## src/verilog/ecb_pkg.sv

```systemverilog
// constants, register map and field layout of the event counter block
package ecb_pkg;
    // ---------------------------------------------------------------
    // value range
    // ---------------------------------------------------------------
    localparam int          CW        = 14;
    localparam logic [13:0] CNT_MAX   = 14'h270f; // 9999
    localparam logic [13:0] CNT_ZERO  = 14'h0000;
    localparam logic [13:0] CNT_ONE   = 14'h0001;
    // ---------------------------------------------------------------
    // register offsets (byte addresses)
    // ---------------------------------------------------------------
    localparam logic [11:0] OFS_CTRL   = 12'h000;
    localparam logic [11:0] OFS_TARGET = 12'h004;
    localparam logic [11:0] OFS_LOAD   = 12'h008;
    localparam logic [11:0] OFS_STATUS = 12'h00c;
    // ---------------------------------------------------------------
    // control fields and reset values
    // ---------------------------------------------------------------
    localparam int          CTRL_DOWN  = 0;
    localparam int          CTRL_LATCH = 1;
    localparam int          CTRL_CSEL  = 2;  // 2 bits
    localparam int          CTRL_RSEL  = 4;
    localparam int          STAT_MATCH = 16;
    localparam logic [4:0]  CTRL_RST   = 5'h00;
    localparam logic [13:0] TARGET_RST = 14'h0000;
    localparam logic [13:0] LOAD_RST   = 14'h0000;
    // ---------------------------------------------------------------
    // edge selections
    // ---------------------------------------------------------------
    localparam logic [1:0]  CSEL_BOTH  = 2'h0;
    localparam logic [1:0]  CSEL_HIGH  = 2'h1;
    localparam logic [1:0]  CSEL_LOW   = 2'h2;
    localparam logic        RSEL_HIGH  = 1'b0;
    // pin index in the synchroniser
    localparam int          PIN_CNT    = 0;
    localparam int          PIN_CLR    = 1;
    localparam int          PIN_CERR   = 2;
    localparam int          PIN_RERR   = 3;
    localparam int          NPINS      = 4;
endpackage : ecb_pkg

```

## src/verilog/ecb_counter.sv

```systemverilog
// event counter block with apb register file
//
// Summary of operation
// - up mode adds one per counted edge
// - down mode subtracts one per counted edge
// - match output on when count equals target
// - clear edge drops match, reloads load value
// - target setting holds 0 to 9999
// - load setting 0 to 9999, loaded at reset/clear
// - latching keeps match on until clear
// - non-latching match only while count equals target
// - count edge selection picks counted changes
// - count edges: both, rising or falling
// - clear edge: rising or falling
// - increment at 9999 wraps to 0
// - count error stops counting, clear error stops clear
module ecb_counter
    import ecb_pkg::*;
(
    input  wire logic        pclk,
    input  wire logic        presetn,
    input  wire logic        psel,
    input  wire logic        penable,
    input  wire logic        pwrite,
    input  wire logic [11:0] paddr,
    input  wire logic [31:0] pwdata,
    output logic      [31:0] prdata,
    output logic             pready,
    output logic             pslverr,
    input  wire logic        count_input,
    input  wire logic        clear_input,
    input  wire logic        count_err,
    input  wire logic        clear_err,
    output logic             match_out,
    output logic      [13:0] count_value
);
    // ---------------------------------------------------------------
    // helpers
    // ---------------------------------------------------------------
    function automatic logic [13:0] ecb_clamp(input logic [31:0] v);
        ecb_clamp = (v > {18'h0, CNT_MAX}) ? CNT_MAX : v[13:0];
    endfunction : ecb_clamp

    function automatic logic ecb_mapped(input logic [11:0] a);
        ecb_mapped = (a == OFS_CTRL) || (a == OFS_TARGET) ||
                     (a == OFS_LOAD) || (a == OFS_STATUS);
    endfunction : ecb_mapped

    // ---------------------------------------------------------------
    // declarations
    // ---------------------------------------------------------------
    logic [NPINS-1:0] s1_r, s2_r, s3_r, filt_r, prev_r;
    logic [4:0]       ctrl_r;
    logic [13:0]      target_r, load_r, count_r, count_nxt;
    logic             match_r, match_nxt;
    logic             cnt_rise, cnt_fall, clr_rise, clr_fall;
    logic             cnt_edge, clr_edge, cnt_evt, clr_evt, eq;
    logic             wr_en, setup;

    // ---------------------------------------------------------------
    // three-stage pin synchroniser and agreement filter
    // ---------------------------------------------------------------
    // stage one feeds stage two only; level rises when 2 and 3 agree high, falls when 2 and 3 disagree, holds when both are low
    always_ff @(posedge pclk or negedge presetn) begin
        if (!presetn) begin
            s1_r   <= '0;
            s2_r   <= '0;
            s3_r   <= '0;
            filt_r <= '0;
            prev_r <= '0;
        end else begin
            s1_r   <= {clear_err, count_err, clear_input, count_input};
            s2_r   <= s1_r;
            s3_r   <= s2_r;
            filt_r <= (filt_r & ~(s2_r ^ s3_r)) | (s3_r & ~(s2_r ^ s3_r));
            prev_r <= filt_r;
        end
    end

    // edge detection against the previous filtered sample
    assign cnt_rise = filt_r[PIN_CNT] & ~prev_r[PIN_CNT];
    assign cnt_fall = ~filt_r[PIN_CNT] & prev_r[PIN_CNT];
    assign clr_rise = filt_r[PIN_CLR] & ~prev_r[PIN_CLR];
    assign clr_fall = ~filt_r[PIN_CLR] & prev_r[PIN_CLR];

    // edge selection for count and clear inputs
    always_comb begin
        unique case (ctrl_r[CTRL_CSEL +: 2])
            CSEL_BOTH: cnt_edge = cnt_rise | cnt_fall;
            CSEL_HIGH: cnt_edge = cnt_rise;
            CSEL_LOW:  cnt_edge = cnt_fall;
            default:   cnt_edge = 1'b0; // unused code counts nothing
        endcase
    end
    assign clr_edge = (ctrl_r[CTRL_RSEL] == RSEL_HIGH) ? clr_rise
                                                      : clr_fall;
    // an input in error blocks only its own function
    assign cnt_evt = cnt_edge & ~filt_r[PIN_CERR];
    assign clr_evt = clr_edge & ~filt_r[PIN_RERR];
    assign eq      = (count_r == target_r);

    // ---------------------------------------------------------------
    // apb slave
    // ---------------------------------------------------------------
    assign setup = psel & ~penable;
    assign wr_en = psel & penable & pready & pwrite & ecb_mapped(paddr);

    // read data and response captured in the setup cycle
    always_ff @(posedge pclk or negedge presetn) begin
        if (!presetn) begin
            pready  <= 1'b0;
            pslverr <= 1'b0;
            prdata  <= '0;
        end else begin
            pready  <= setup;
            pslverr <= setup & ~ecb_mapped(paddr);
            if (setup && !pwrite) begin
                unique case (paddr)
                    OFS_CTRL:   prdata <= {27'h0, ctrl_r};
                    OFS_TARGET: prdata <= {18'h0, target_r};
                    OFS_LOAD:   prdata <= {18'h0, load_r};
                    OFS_STATUS: prdata <= {15'h0, match_r, 2'h0, count_r};
                    default:    prdata <= '0;
                endcase
            end
        end
    end

    // settings, values above 9999 clamp to 9999
    always_ff @(posedge pclk or negedge presetn) begin
        if (!presetn) begin
            ctrl_r   <= CTRL_RST;
            target_r <= TARGET_RST;
            load_r   <= LOAD_RST;
        end else if (wr_en) begin
            if (paddr == OFS_CTRL)   ctrl_r   <= pwdata[4:0];
            if (paddr == OFS_TARGET) target_r <= ecb_clamp(pwdata);
            if (paddr == OFS_LOAD)   load_r   <= ecb_clamp(pwdata);
        end
    end

    // ---------------------------------------------------------------
    // counter and match output
    // ---------------------------------------------------------------
    always_comb begin
        count_nxt = count_r;
        if (clr_evt) begin
            count_nxt = load_r;
        end else if (cnt_evt && !ctrl_r[CTRL_DOWN]) begin
            count_nxt = (count_r >= CNT_MAX) ? CNT_ZERO
                                             : count_r + CNT_ONE;
        end else if (cnt_evt) begin
            count_nxt = (count_r == CNT_ZERO) ? CNT_MAX
                                              : count_r - CNT_ONE;
        end
    end

    // match follows equality, or sticks when latching
    always_comb begin
        if (clr_evt)
            match_nxt = 1'b0;
        else if (ctrl_r[CTRL_LATCH])
            match_nxt = match_r | eq;
        else
            match_nxt = eq;
    end

    always_ff @(posedge pclk or negedge presetn) begin
        if (!presetn) begin
            count_r <= LOAD_RST; // power-up load
            match_r <= 1'b0;
        end else begin
            count_r <= count_nxt;
            match_r <= match_nxt;
        end
    end

    assign match_out   = match_r;
    assign count_value = count_r;
endmodule : ecb_counter

```

## config.mk

```make
export PLATFORM = sky130hd
export DESIGN_NAME = ecb_counter
export DESIGN_NICKNAME = d
export VERILOG_FILES = /design/src/verilog/ecb_pkg.sv /design/src/verilog/ecb_counter.sv
export SDC_FILE = /design/constraint.sdc
export NUM_CORES = 1
export LEC_CHECK = 0
export ABC_AREA = 1
export BUFFER_PORTS_ARGS = -buffer_cell sky130_fd_sc_hd__buf_2
export CORE_ASPECT_RATIO = 1.5
export CORE_UTILIZATION = 35
export DETAILED_ROUTE_END_ITERATION = 6
export GPL_TIMING_DRIVEN = 0
export PLACE_DENSITY_LB_ADDON = 0.05
export RECOVER_POWER = 50
export SYNTH_ARGS = -nofsm -noshare
export SYNTH_HDL_FRONTEND = slang
export SYNTH_SLANG_ARGS = --single-unit
```

## constraint.sdc

```tcl
create_clock -name pclk -period 2.9 [get_ports pclk]
set_input_delay 0.29 -clock pclk [delete_from_list [all_inputs] [get_ports pclk]]
set_output_delay 0.29 -clock pclk [all_outputs]
set_load 0.03 [all_outputs]
```

# Word level (Yosys, flattened, before mapping)
# Cells that the tools add are included.
[op_classes]
n_addsub = 2
n_lt_le_gt_ge = 2
n_eq_ne = 6
n_mux = 11
n_bitwise = 27
n_reduce_logical = 14
[ops]
columns = ["operator", "n"]
rows = [
  ["two-way mux 14 bit", 6],
  ["one-hot mux 17 bit (4 select lines)", 1],
  ["> comparator 32 x 14 -> 1 bit (second input constant)", 1],
  ["equality test 12 x 4 -> 1 bit (second input constant)", 2],
  ["adder 14 x 1 -> 14 bit (second input constant)", 1],
  ["equality test 14 bit", 1],
  [">= comparator 14 bit (second input constant)", 1],
  ["zero test 14 bit", 1],
  ["subtractor 14 x 1 -> 14 bit (second input constant)", 1],
  ["bitwise AND 1 bit", 12],
  ["equality test 12 x 3 -> 1 bit (second input constant)", 1],
  ["zero test 12 bit", 1],
  ["bitwise AND 4 bit", 2],
  ["NOT 1 bit", 8],
  ["AND reduction 2 bit", 3],
  ["NOT 4 bit", 1],
  ["OR 4 bit", 1],
  ["bitwise XOR 4 bit", 1],
  ["logical OR 1 bit", 3],
  ["two-way mux 1 bit", 3],
  ["one-hot mux 1 bit (3 select lines)", 1],
  ["nonzero test 3 bit", 1],
  ["equality test 2 x 1 -> 1 bit (second input constant)", 1],
  ["equality test 2 bit (second input constant)", 1],
  ["other kinds (4)", 7],
]
[word_totals]
regBits = 100
elab_cells = 75

# Depth between registers and ports, before layout
# Gate-level depths: netlist (run 1).
[logic_depth]
word_depth = 8
depth_mapped = 12
depth_no_buf = 11

# Least setup slack after synthesis (run 1)
# Ideal clock, no wire load.
[synth_path]
path_type = "reg2reg"
startpoint = "register count_r[0] (netlist: count_value[0])"
endpoint = "register count_r[5] (netlist: count_value[5])"
t_arrival_ps = 1735
required_ps = 2784
slack_ps = 1049
stages_incl_launch_ff = 11
path_buffers = 1
path_cell_list = "dfrtp_1 -> buf_4 -> inv_1 -> ha_1 -> nand2_1 -> nor2_4 -> nand3_2 -> nand3b_1 -> nand3_1 -> nand2_1 -> nand2_1"
[synth_via]
elab_chain_len = 5
[synth_rtl]
columns = ["item", "line_no", "text"]
rows = [
  ["start: declaration", "ecb_counter.sv:54", "logic [13:0] target_r, load_r, count_r, count_nxt;"],
  ["start signal: assignment", "ecb_counter.sv:173", "count_r <= count_nxt;"],
  ["subtractor 14 x 1 -> 14 bit or zero test 14 bit (tied branches)", "ecb_counter.sv:154, ecb_counter.sv:153", ""],
  ["two-way mux 14 bit", "ecb_counter.sv:153", "count_nxt = (count_r == CNT_ZERO) ? CNT_MAX"],
  ["two-way mux 14 bit", "ecb_counter.sv:152", "end else if (cnt_evt) begin"],
  ["two-way mux 14 bit *", "ecb_counter.sv:149", "end else if (cnt_evt && !ctrl_r[CTRL_DOWN]) begin"],
  ["two-way mux 14 bit *", "ecb_counter.sv:147", "if (clr_evt) begin"],
]
# Every way passes the cells marked *; elsewhere a longest branch is shown, timed or not. The select of a mux whose other input is x is not followed.
# A chain may end at the register's enable or synchronous reset.

# Worst setup path in the final report (run 1)
# Same ends and word-level chain as after synthesis.

==> impl_results.md, run 1 <==
- Critical path data required time: 3130 ps
- List of most frequent post-synthesis cells: 244 x nand2_1, 83 x dfrtp_1, 81 x nand3_1
- Drt first pass iters: 5
- Final Critical Period: approximately 2200 ps
- Reg2reg start: count_value[0]$_DFFE_PN0P_
- Post-CTS Hold Fix Bufs: 1
- Synth top area share: around two fifths
- Syn Area/Cell: 7.179 µm²
- GRT Resource Usage Total: 22.12%
- Fin crit share: 76.29%
- Run status: complete, no violations
- CTS tree: built
- Critical hold path startpoint: count_input
- Placed cells: between 900 and 1000
- DRC: 0
- Register-to-register setup slack: around 700 ps
- WL final: 15710 µm
- Vias: 4852
- Max-cap violation count: 0
- Most common cell in the synthesized netlist: nand2_1
- Hold path cells: 1
- Non-Filler Instances: around 1000
- Hpwl dp: 12290 µm
- IO buf count: 84
- Final Max Slew Viols: 0
- Crit-path max cell delay: slightly below 400 ps
- Area growth syn-to-layout: 21.08%
- Total grt overflow: 0
- Die area: 0.01489 mm²
- Initial Utilization: 35.85%
- CTS sink count: 83
- Vias/cell: 4.804
- Row count: 53
- Pin count of the biggest net entering global routing: 65
- Seq cells post-synth: 83
- Startpoint Class: register
- Total Power: 3.180 mW
- Most used DFF post-synth: dfrtp_1
- Worst path cell trace: buf_4 > inv_1 > ha_1 > nand2_1 > nor2_4 > nand3_2 > nand3b_1 > nand3_1 > nand2_1 > nand2_1
- Hold Path Sink: s1_r[0]$_DFF_PN0_
- Mapped cell area: 0.005040 mm²
- Layout net count: about 880
- Slowest stage cell, crit path: dfrtp_1
- Fmax: 452.0 MHz
- Avg WL per Cell: 15.56 µm
- Post-CTS Setup Repair Bufs: 0
- Leading area contributor after synthesis: dfrtp_1
- Die H: about 150 µm
- Area of the multi-input gates: 0.002495 mm²
- First-pass GRT wire length: between 20000 and 25000 µm
- PwrDens: 521.1 mW/mm²
- Crit end category: register
- CTS buffer count: 9
- Standby leakage power: 3.292 nW
- Syn. warnings: 0
- Root Buffer: clkbuf_16
- R2r endpoint: count_value[5]$_DFFE_PN0P_
- Hold crit path type: input port to register
- Core Region: approximately 0.014 mm²
- Number of synthesized flops with an enable pin: 0
- End-of-flow core utilization: a little over two fifths
- VDD IR-drop max: 0.2403 mV
- CP most frequent cell: nand2_1
- Gp weighted congestion: about 0.84
- Share of cells above drive strength 1: 18.34%
- Post-cts sizing count: 0
- Slew HR: 12.42%
- Clk_lat worst skew: between 300 and 400 ps
- WP data arrival: 2440 ps
- Sequential area share after synthesis: 41.21%
- Yosys cell types: 36
- Antenna-violating nets left: 0
- # fillers: 1512
- Final hold vios: 0
- R2R cell count: 10
- Worst setup path category: register to register
- # IOs: 102
- Setup TNS Final: 0 ps
- Clock skew: 9.643 ps
- Max Buffers Root-to-Sink: 2
- RSZ-0062 raised after global routing: no
- Top cells by area, synth: dfrtp_1 41%, nand2_1 18%, nand3_1 8.0%
- Async SR Flop Fraction: 100.0%
- Clock-pin slew on the worst setup and hold paths: roughly 70 ps
- Initial antenna violation count: 0
- Worst-Margin Slew: 1314 ps
- ANT cells: 0
- Final setup viols: 0
- Worst-path maximum fanout: 9
- Initial DRC count: 230
- Die X: 99.98 µm
- Register area: ~0.0021 mm²
- H-tree depth: 3
- Cells after Synth: about 700
- Vias in the first global route: about 4700
logic make-up after synthesis:
kind of cell / Yosys count / synth area share (%)
buf+inv: 111 / 10.48
flops: 83 / 41.21
compound gates: 72 / 7.944
simple gates: 412 / 35.70
other cells: 1 / 0.07441
xor+xnor: 15 / 2.607
fa+ha+maj: 8 / 1.986
how the worst max path moves through the flow:
| stage | to | cells after the start | slack [ps] | startpoint |
|---|---|---|---|---|
| finish | count_value[5]$_DFFE_PN0P_ | 10 | 690 | count_value[0]$_DFFE_PN0P_ |
| floorplan | count_value[5]$_DFFE_PN0P_ | 10 | 1050 | count_value[0]$_DFFE_PN0P_ |
| detailed placement | count_value[5]$_DFFE_PN0P_ | 10 | 690 | count_value[0]$_DFFE_PN0P_ |
| CTS | count_value[5]$_DFFE_PN0P_ | 10 | 670 | count_value[0]$_DFFE_PN0P_ |
| global route | count_value[9]$_DFFE_PN0P_ | 10 | 460 | count_value[1]$_DFFE_PN0P_ |
| global placement | count_value[5]$_DFFE_PN0P_ | 10 | 670 | count_value[0]$_DFFE_PN0P_ |
state kept, by name, summed over array words and instances, names as in the netlist:
register and count:
count_value 14, match_out 1, prdata 15, s1_r 4, pready 1, s3_r 4
load_r 14, ctrl_r 5, filt_r 4, s2_r 4, pslverr 1, target_r 14
prev_r 2
power by group:
part           total [mW]  switching [mW]  internal [mW]  leakage, nW
clock                1.22           0.473          0.743        0.143
sequential           1.24          0.0395           1.20         1.08
combinational       0.728           0.485          0.242         2.07
total                3.18           0.998           2.18         3.29
cell usage in the layout, fill, tap and decap left out, types with 2 or more instances in the layout:
| cell | n |
|---|---|
| xnor2_1 | 9 |
| ha_1 | 8 |
| nor2_2 | 2 |
| inv_2 | 3 |
| nor3_2 | 2 |
| clkbuf_1 | 7 |
| buf_4 | 20 |
| o21bai_1 | 4 |
| nor3_1 | 5 |
| a21oi_1 | 3 |
| nand3_2 | 2 |
| clkinvlp_4 | 2 |
| o211ai_1 | 10 |
| nand4_1 | 12 |
| nand2_1 | 244 |
| nand3_1 | 81 |
| o21ai_0 | 53 |
| dfrtp_1 | 83 |
| conb_1 | 17 |
| nor2_1 | 50 |
| inv_1 | 67 |
| buf_2 | 94 |
| nand3b_1 | 2 |
| bufinv_16 | 2 |
| nor2_4 | 4 |
| clkbuf_16 | 9 |
| buf_6 | 3 |
| xor2_1 | 6 |
layout make-up:
type                       instances  share of cell area, %
clock buffer                       9                  3.691
tap                              192                  3.937
sequential                        83                  34.04
timing repair buffer              86                  7.484
multi-input combinational        524                  40.89
clock inverter                     5                  1.312
buffer                            41                  4.347
inverter                          70                  4.306
per-stage QoR:
step | hold WS, ps | setup WS, ps | area [µm²]
after floorplan | -5.591 | 1049 | 5100
after global placement | 335.8 | 671.3 | 5761
after detailed placement | 212.5 | 688.7 | 5791
after CTS | 43.39 | 673.0 | 6106
after global routing | 40.06 | 456.1 | 6102
final | 55.00 | 687.6 | 6102
critical path: cells and delay by family (launching register included):
family | cells | cell delay [ps]
AND/OR/NAND/NOR | 7 | 1050
buffers and inverters | 2 | 400
flip-flops | 1 | 390
adder cells (fa/ha/maj) | 1 | 260
metal layers:
metal / global-route usage, % / up-vias / routed length (µm)
met4: 10.00 / 0 / 537
li1: - / 2431 / -
met3: 2.765 / 31 / 584
met5: 0 / - / 0
met2: 39.10 / 171 / 8072
met1: 26.62 / 2219 / 6520
No activity file was read; power rests on OpenSTA's default activity.
==> run 2: changes to the inputs <==
--- a/config.mk
+++ b/config.mk
@@ -5,7 +5,7 @@
 export SDC_FILE = /design/constraint.sdc
 export NUM_CORES = 1
 export LEC_CHECK = 0
-export ABC_AREA = 1
+export ABC_AREA = 0
 export BUFFER_PORTS_ARGS = -buffer_cell sky130_fd_sc_hd__buf_2
 export CORE_ASPECT_RATIO = 1.5
 export CORE_UTILIZATION = 35
==> constraint.sdc (replaced) <==
create_clock -name pclk -period 2 [get_ports pclk]
set_input_delay 0.2 -clock pclk [delete_from_list [all_inputs] [get_ports pclk]]
set_output_delay 0.2 -clock pclk [all_outputs]
set_load 0.03 [all_outputs]
==> run 2 against run 1 <==
  * The flow now finishes with violations (negative setup slack)
  * Via count down 12%
  * Clock power rose by 42%
  * Critical path type unchanged
  * Highest routed layer unchanged
  * Sequential cell count did not move
  * Core utilization increased by 5.6 points
  * Critical endpoint is now count_value[11]$_DFFE_PN0P_
==> impl_results.md, run 2 <==
- M2 GR Usage: 37.22% (-1.9 points)
- Clock network fraction of total power: 24.4% (-14 points)
- Clock skew: 5.608 ps (-4.035 ps)
- Worst-Margin Slew: 880.6 ps (-433.1 ps)
- Die H: 142.9 µm (-4.1%)
- Sw Ratio: 40.20% (+8.8 points)
- Layout net count: 698 (-20%)
- Syn. warnings: 0 (unchanged)
- Fin crit share: 105.5% (+29 points)
- Seq cells post-synth: 83 (unchanged)
- GRT Resource Usage Total: 22.04% (-0.084 points)
- Setup TNS Final: -466.7 ps (-466.7 ps)
- PwrDens: 1116 mW/mm² (+110%)
- Slew HR: 41.30% (+29 points)
- Internal Power: 4.237 mW (+94%)
- Combinational share of power: 46.8% (+24 points)
- Standby leakage power: 2.856 nW (-13%)
- Root Buffer: clkbuf_16
- Hpwl dp: 10910 µm (-11%)
- Share of cells above drive strength 1: 38.16% (+20 points)
- Initial DRC count: 210 (-8.7%)
- Max Buffers Root-to-Sink: 2 (unchanged)
- Worst-path maximum fanout: 4 (-5)
- Run status: finished with violations
- Setup ws final: -109.6 ps (-797.3 ps)
- H-tree depth: 3 (unchanged)
- Buf/Inv on CP: 0 (-2)
- Hold crit path type: input port to register
- Register bank with the most flops: prdata
- Worst path cell trace: or4_4 > or3_4 > nor2_1 > a32oi_1 > or3_1 > a31oi_1
- Critical path data required time: 2250 ps (-880 ps)
- Initial Utilization: 35.78% (-0.072 points)
- Clk_lat worst skew: 340 ps (about the same)
- Async SR Flop Fraction: 100.0% (unchanged)
- WP data arrival: 2360 ps (-80 ps)
- First-pass GRT wire length: 22270 µm (-11%)
- Clock-pin slew on the worst setup and hold paths: 70 ps (about the same)
- Avg WL per Cell: 18.19 µm (+17%)
- Pin count of the biggest net entering global routing: 48 (-26%)
- Die X: 95.96 µm (-4.0%)
- Vias/cell: 5.323 (+11%)
- Row count: 51 (-3.8%)
- Worst setup path category: register to register
- Met1 Usage GRT: 26.90% (+0.27 points)
- Vias in the first global route: 4122 (-13%)
- Most used DFF post-synth: dfrtp_1
- CP startpoint: count_value[3]$_DFFE_PN0P_
- Drt first pass iters: 4 (-1)
- Startpoint Class: register
- Final setup viols: 7 (+7)
- Most common cell in the synthesized netlist: dfrtp_1
- CTS tree: built
- Part of the power in registers: 28.8% (-10 points)
- Top cells by area, synth: dfrtp_1 45%, nand2_1 5.8%, o21ai_1 3.3%
- RSZ-0062 raised after global routing: yes
- Critical path's top delay family: simple AND/OR/NAND/NOR gates
- Number of synthesized flops with an enable pin: 0 (unchanged)
- Mapped cell area: 0.004634 mm² (-8.0%)
- Slowest stage cell, crit path: or4_4
- IO buf count: 82 (-2.4%)
- Max reg flops: 15 (unchanged)
- VDD IR-drop max: 0.4180 mV (+74%)
- Synth top area share: 44.82% (+3.6 points)
- Syn Area/Cell: 9.420 µm² (+31%)
- Antenna-violating nets left: 0 (unchanged)
- Critical hold path startpoint: penable
- Total grt overflow: 0 (unchanged)
- Crit-path max cell delay: 550 ps (+160 ps)
- Core Region: 0.01295 mm² (-7.9%)
- Sw power: 2.848 mW (+190%)
- CTS sink count: 83 (unchanged)
- WL final: 14570 µm (-7.3%)
- List of most frequent post-synthesis cells: 83 x dfrtp_1, 72 x nand2_1, 33 x nor2_1
- Fmax: 474.0 MHz (+4.9%)
- Area growth syn-to-layout: 37.04%
- Final Max Slew Viols: 0 (unchanged)
- Most frequent cells in the layout: 76 x dfrtp_1, 75 x buf_2, 71 x nand2_1, 47 x buf_4, 32 x o21ai_1
- Hold Slack: 72.64 ps (+17.64 ps)
- # fillers: 1275 (-16%)
- Most common cell after layout, fill and taps aside: dfrtp_1
- Most Used Layer, Global Route: met2
- Gp weighted congestion: 0.8405 (+0.11%)
- CTS buffer count: 9 (unchanged)
- Initial antenna violation count: 0 (unchanged)
- Die area: 0.01371 mm² (-7.9%)
- Met3 GRT Util: 3.142% (+0.38 points)
- Leading area contributor after synthesis: dfrtp_1
- Final hold vios: 0 (unchanged)
- ANT cells: 0 (unchanged)
- Reg2reg start: count_value[3]$_DFFE_PN0P_
- Max-cap violation count: 0 (unchanged)
- Violated checks: negative setup slack
- Vias: 4264 (-12%)
- Cells after Synth: 492 (-30%)
- Crit end category: register
- Dpl ws: -531.0 ps (-1220 ps)
- Sequential area share after synthesis: 44.82% (+3.6 points)
- Final Critical Period: 2110 ps (-102.7 ps)
- # IOs: 102 (unchanged)
- Yosys cell types: 62 (+72%)
- End-of-flow core utilization: 49.03% (+5.6 points)
- DRC: 0 (unchanged)
==> run 2: final cells by class <==
class / instances / area [µm²] / area share, %
plain buffers: 45 / 307.8 / 4.846
clock buffers: 10 / 239.0 / 3.763
clock inverters: 6 / 71.32 / 1.123
inverters: 7 / 28.78 / 0.4531
multi-input cells: 370 / 2688 / 42.32
flip-flops and latches: 83 / 2086 / 32.84
well taps: 159 / 198.9 / 3.132
repair buffers: 121 / 732.0 / 11.52
==> run 2: power groups by stage <==
stage          Sequential (mW)  Combinational, mW  Clock [mW]
2_1_floorplan             2.24               1.57           0
3_5_place_dp              2.01               2.55           0
3_3_place_gp              2.01               2.55           0
4_1_cts                   2.01               3.18        1.78
6_report                  2.04               3.32        1.73
5_1_grt                   2.06               3.54        1.84
==> run 2: path summary, 6_finish.rpt <==
check	endpoint	slack (ps)	depth (start not counted)
worst max-delay path	count_value[11]$_DFFE_PN0P_	-110	6
worst min-delay path	pready$_DFF_PN0_	70	2
worst max register to register	count_value[11]$_DFFE_PN0P_	-110	6
worst min register to register	s2_r[0]$_DFF_PN0_	350	0
max in group asynchronous	ctrl_r[3]$_DFFE_PN0P_	200	3
min in group asynchronous	count_value[10]$_DFFE_PN0P_	510	2
==> run 2: stage by stage <==
step / instances / power [mW] / area (µm²)
final: 801 / 7.086 / 6351
after detailed placement: 750 / 4.563 / 5390
after global placement: 749 / 4.557 / 5360
after CTS: 796 / 6.968 / 6228
after global routing: 801 / 7.437 / 6351
after floorplan: 508 / 3.810 / 4751
==> run 2: per-layer routing <==
layer	vias up	share of wire, %
li1	2046	-
met1	2069	41
met2	114	51
met3	35	3.4
met4	0	4.3
met5	-	0
==> run 2: cell families after synthesis <==
logic type | share of synthesized area (%)
buffers and inverters | 6.075
multiplexers | 6.345
AND/OR/NAND/NOR | 19.84
other | 0.08092
AO/OA/AOI/OAI | 16.52
XOR/XNOR | 4.158
flip-flops | 44.82
adder cells (fa/ha/maj) | 2.160
==> run 2: repair_timing <==
| action | CTS | global route |
|---|---|---|
| hold buffers | 5 | 0 |
| buffers inserted | 27 | 6 |
| hold endpoints to repair | 40 | 0 |
| setup endpoints to repair | 28 | 41 |
| resized for setup | 70 | 28 |
| pin swaps | 33 | 13 |
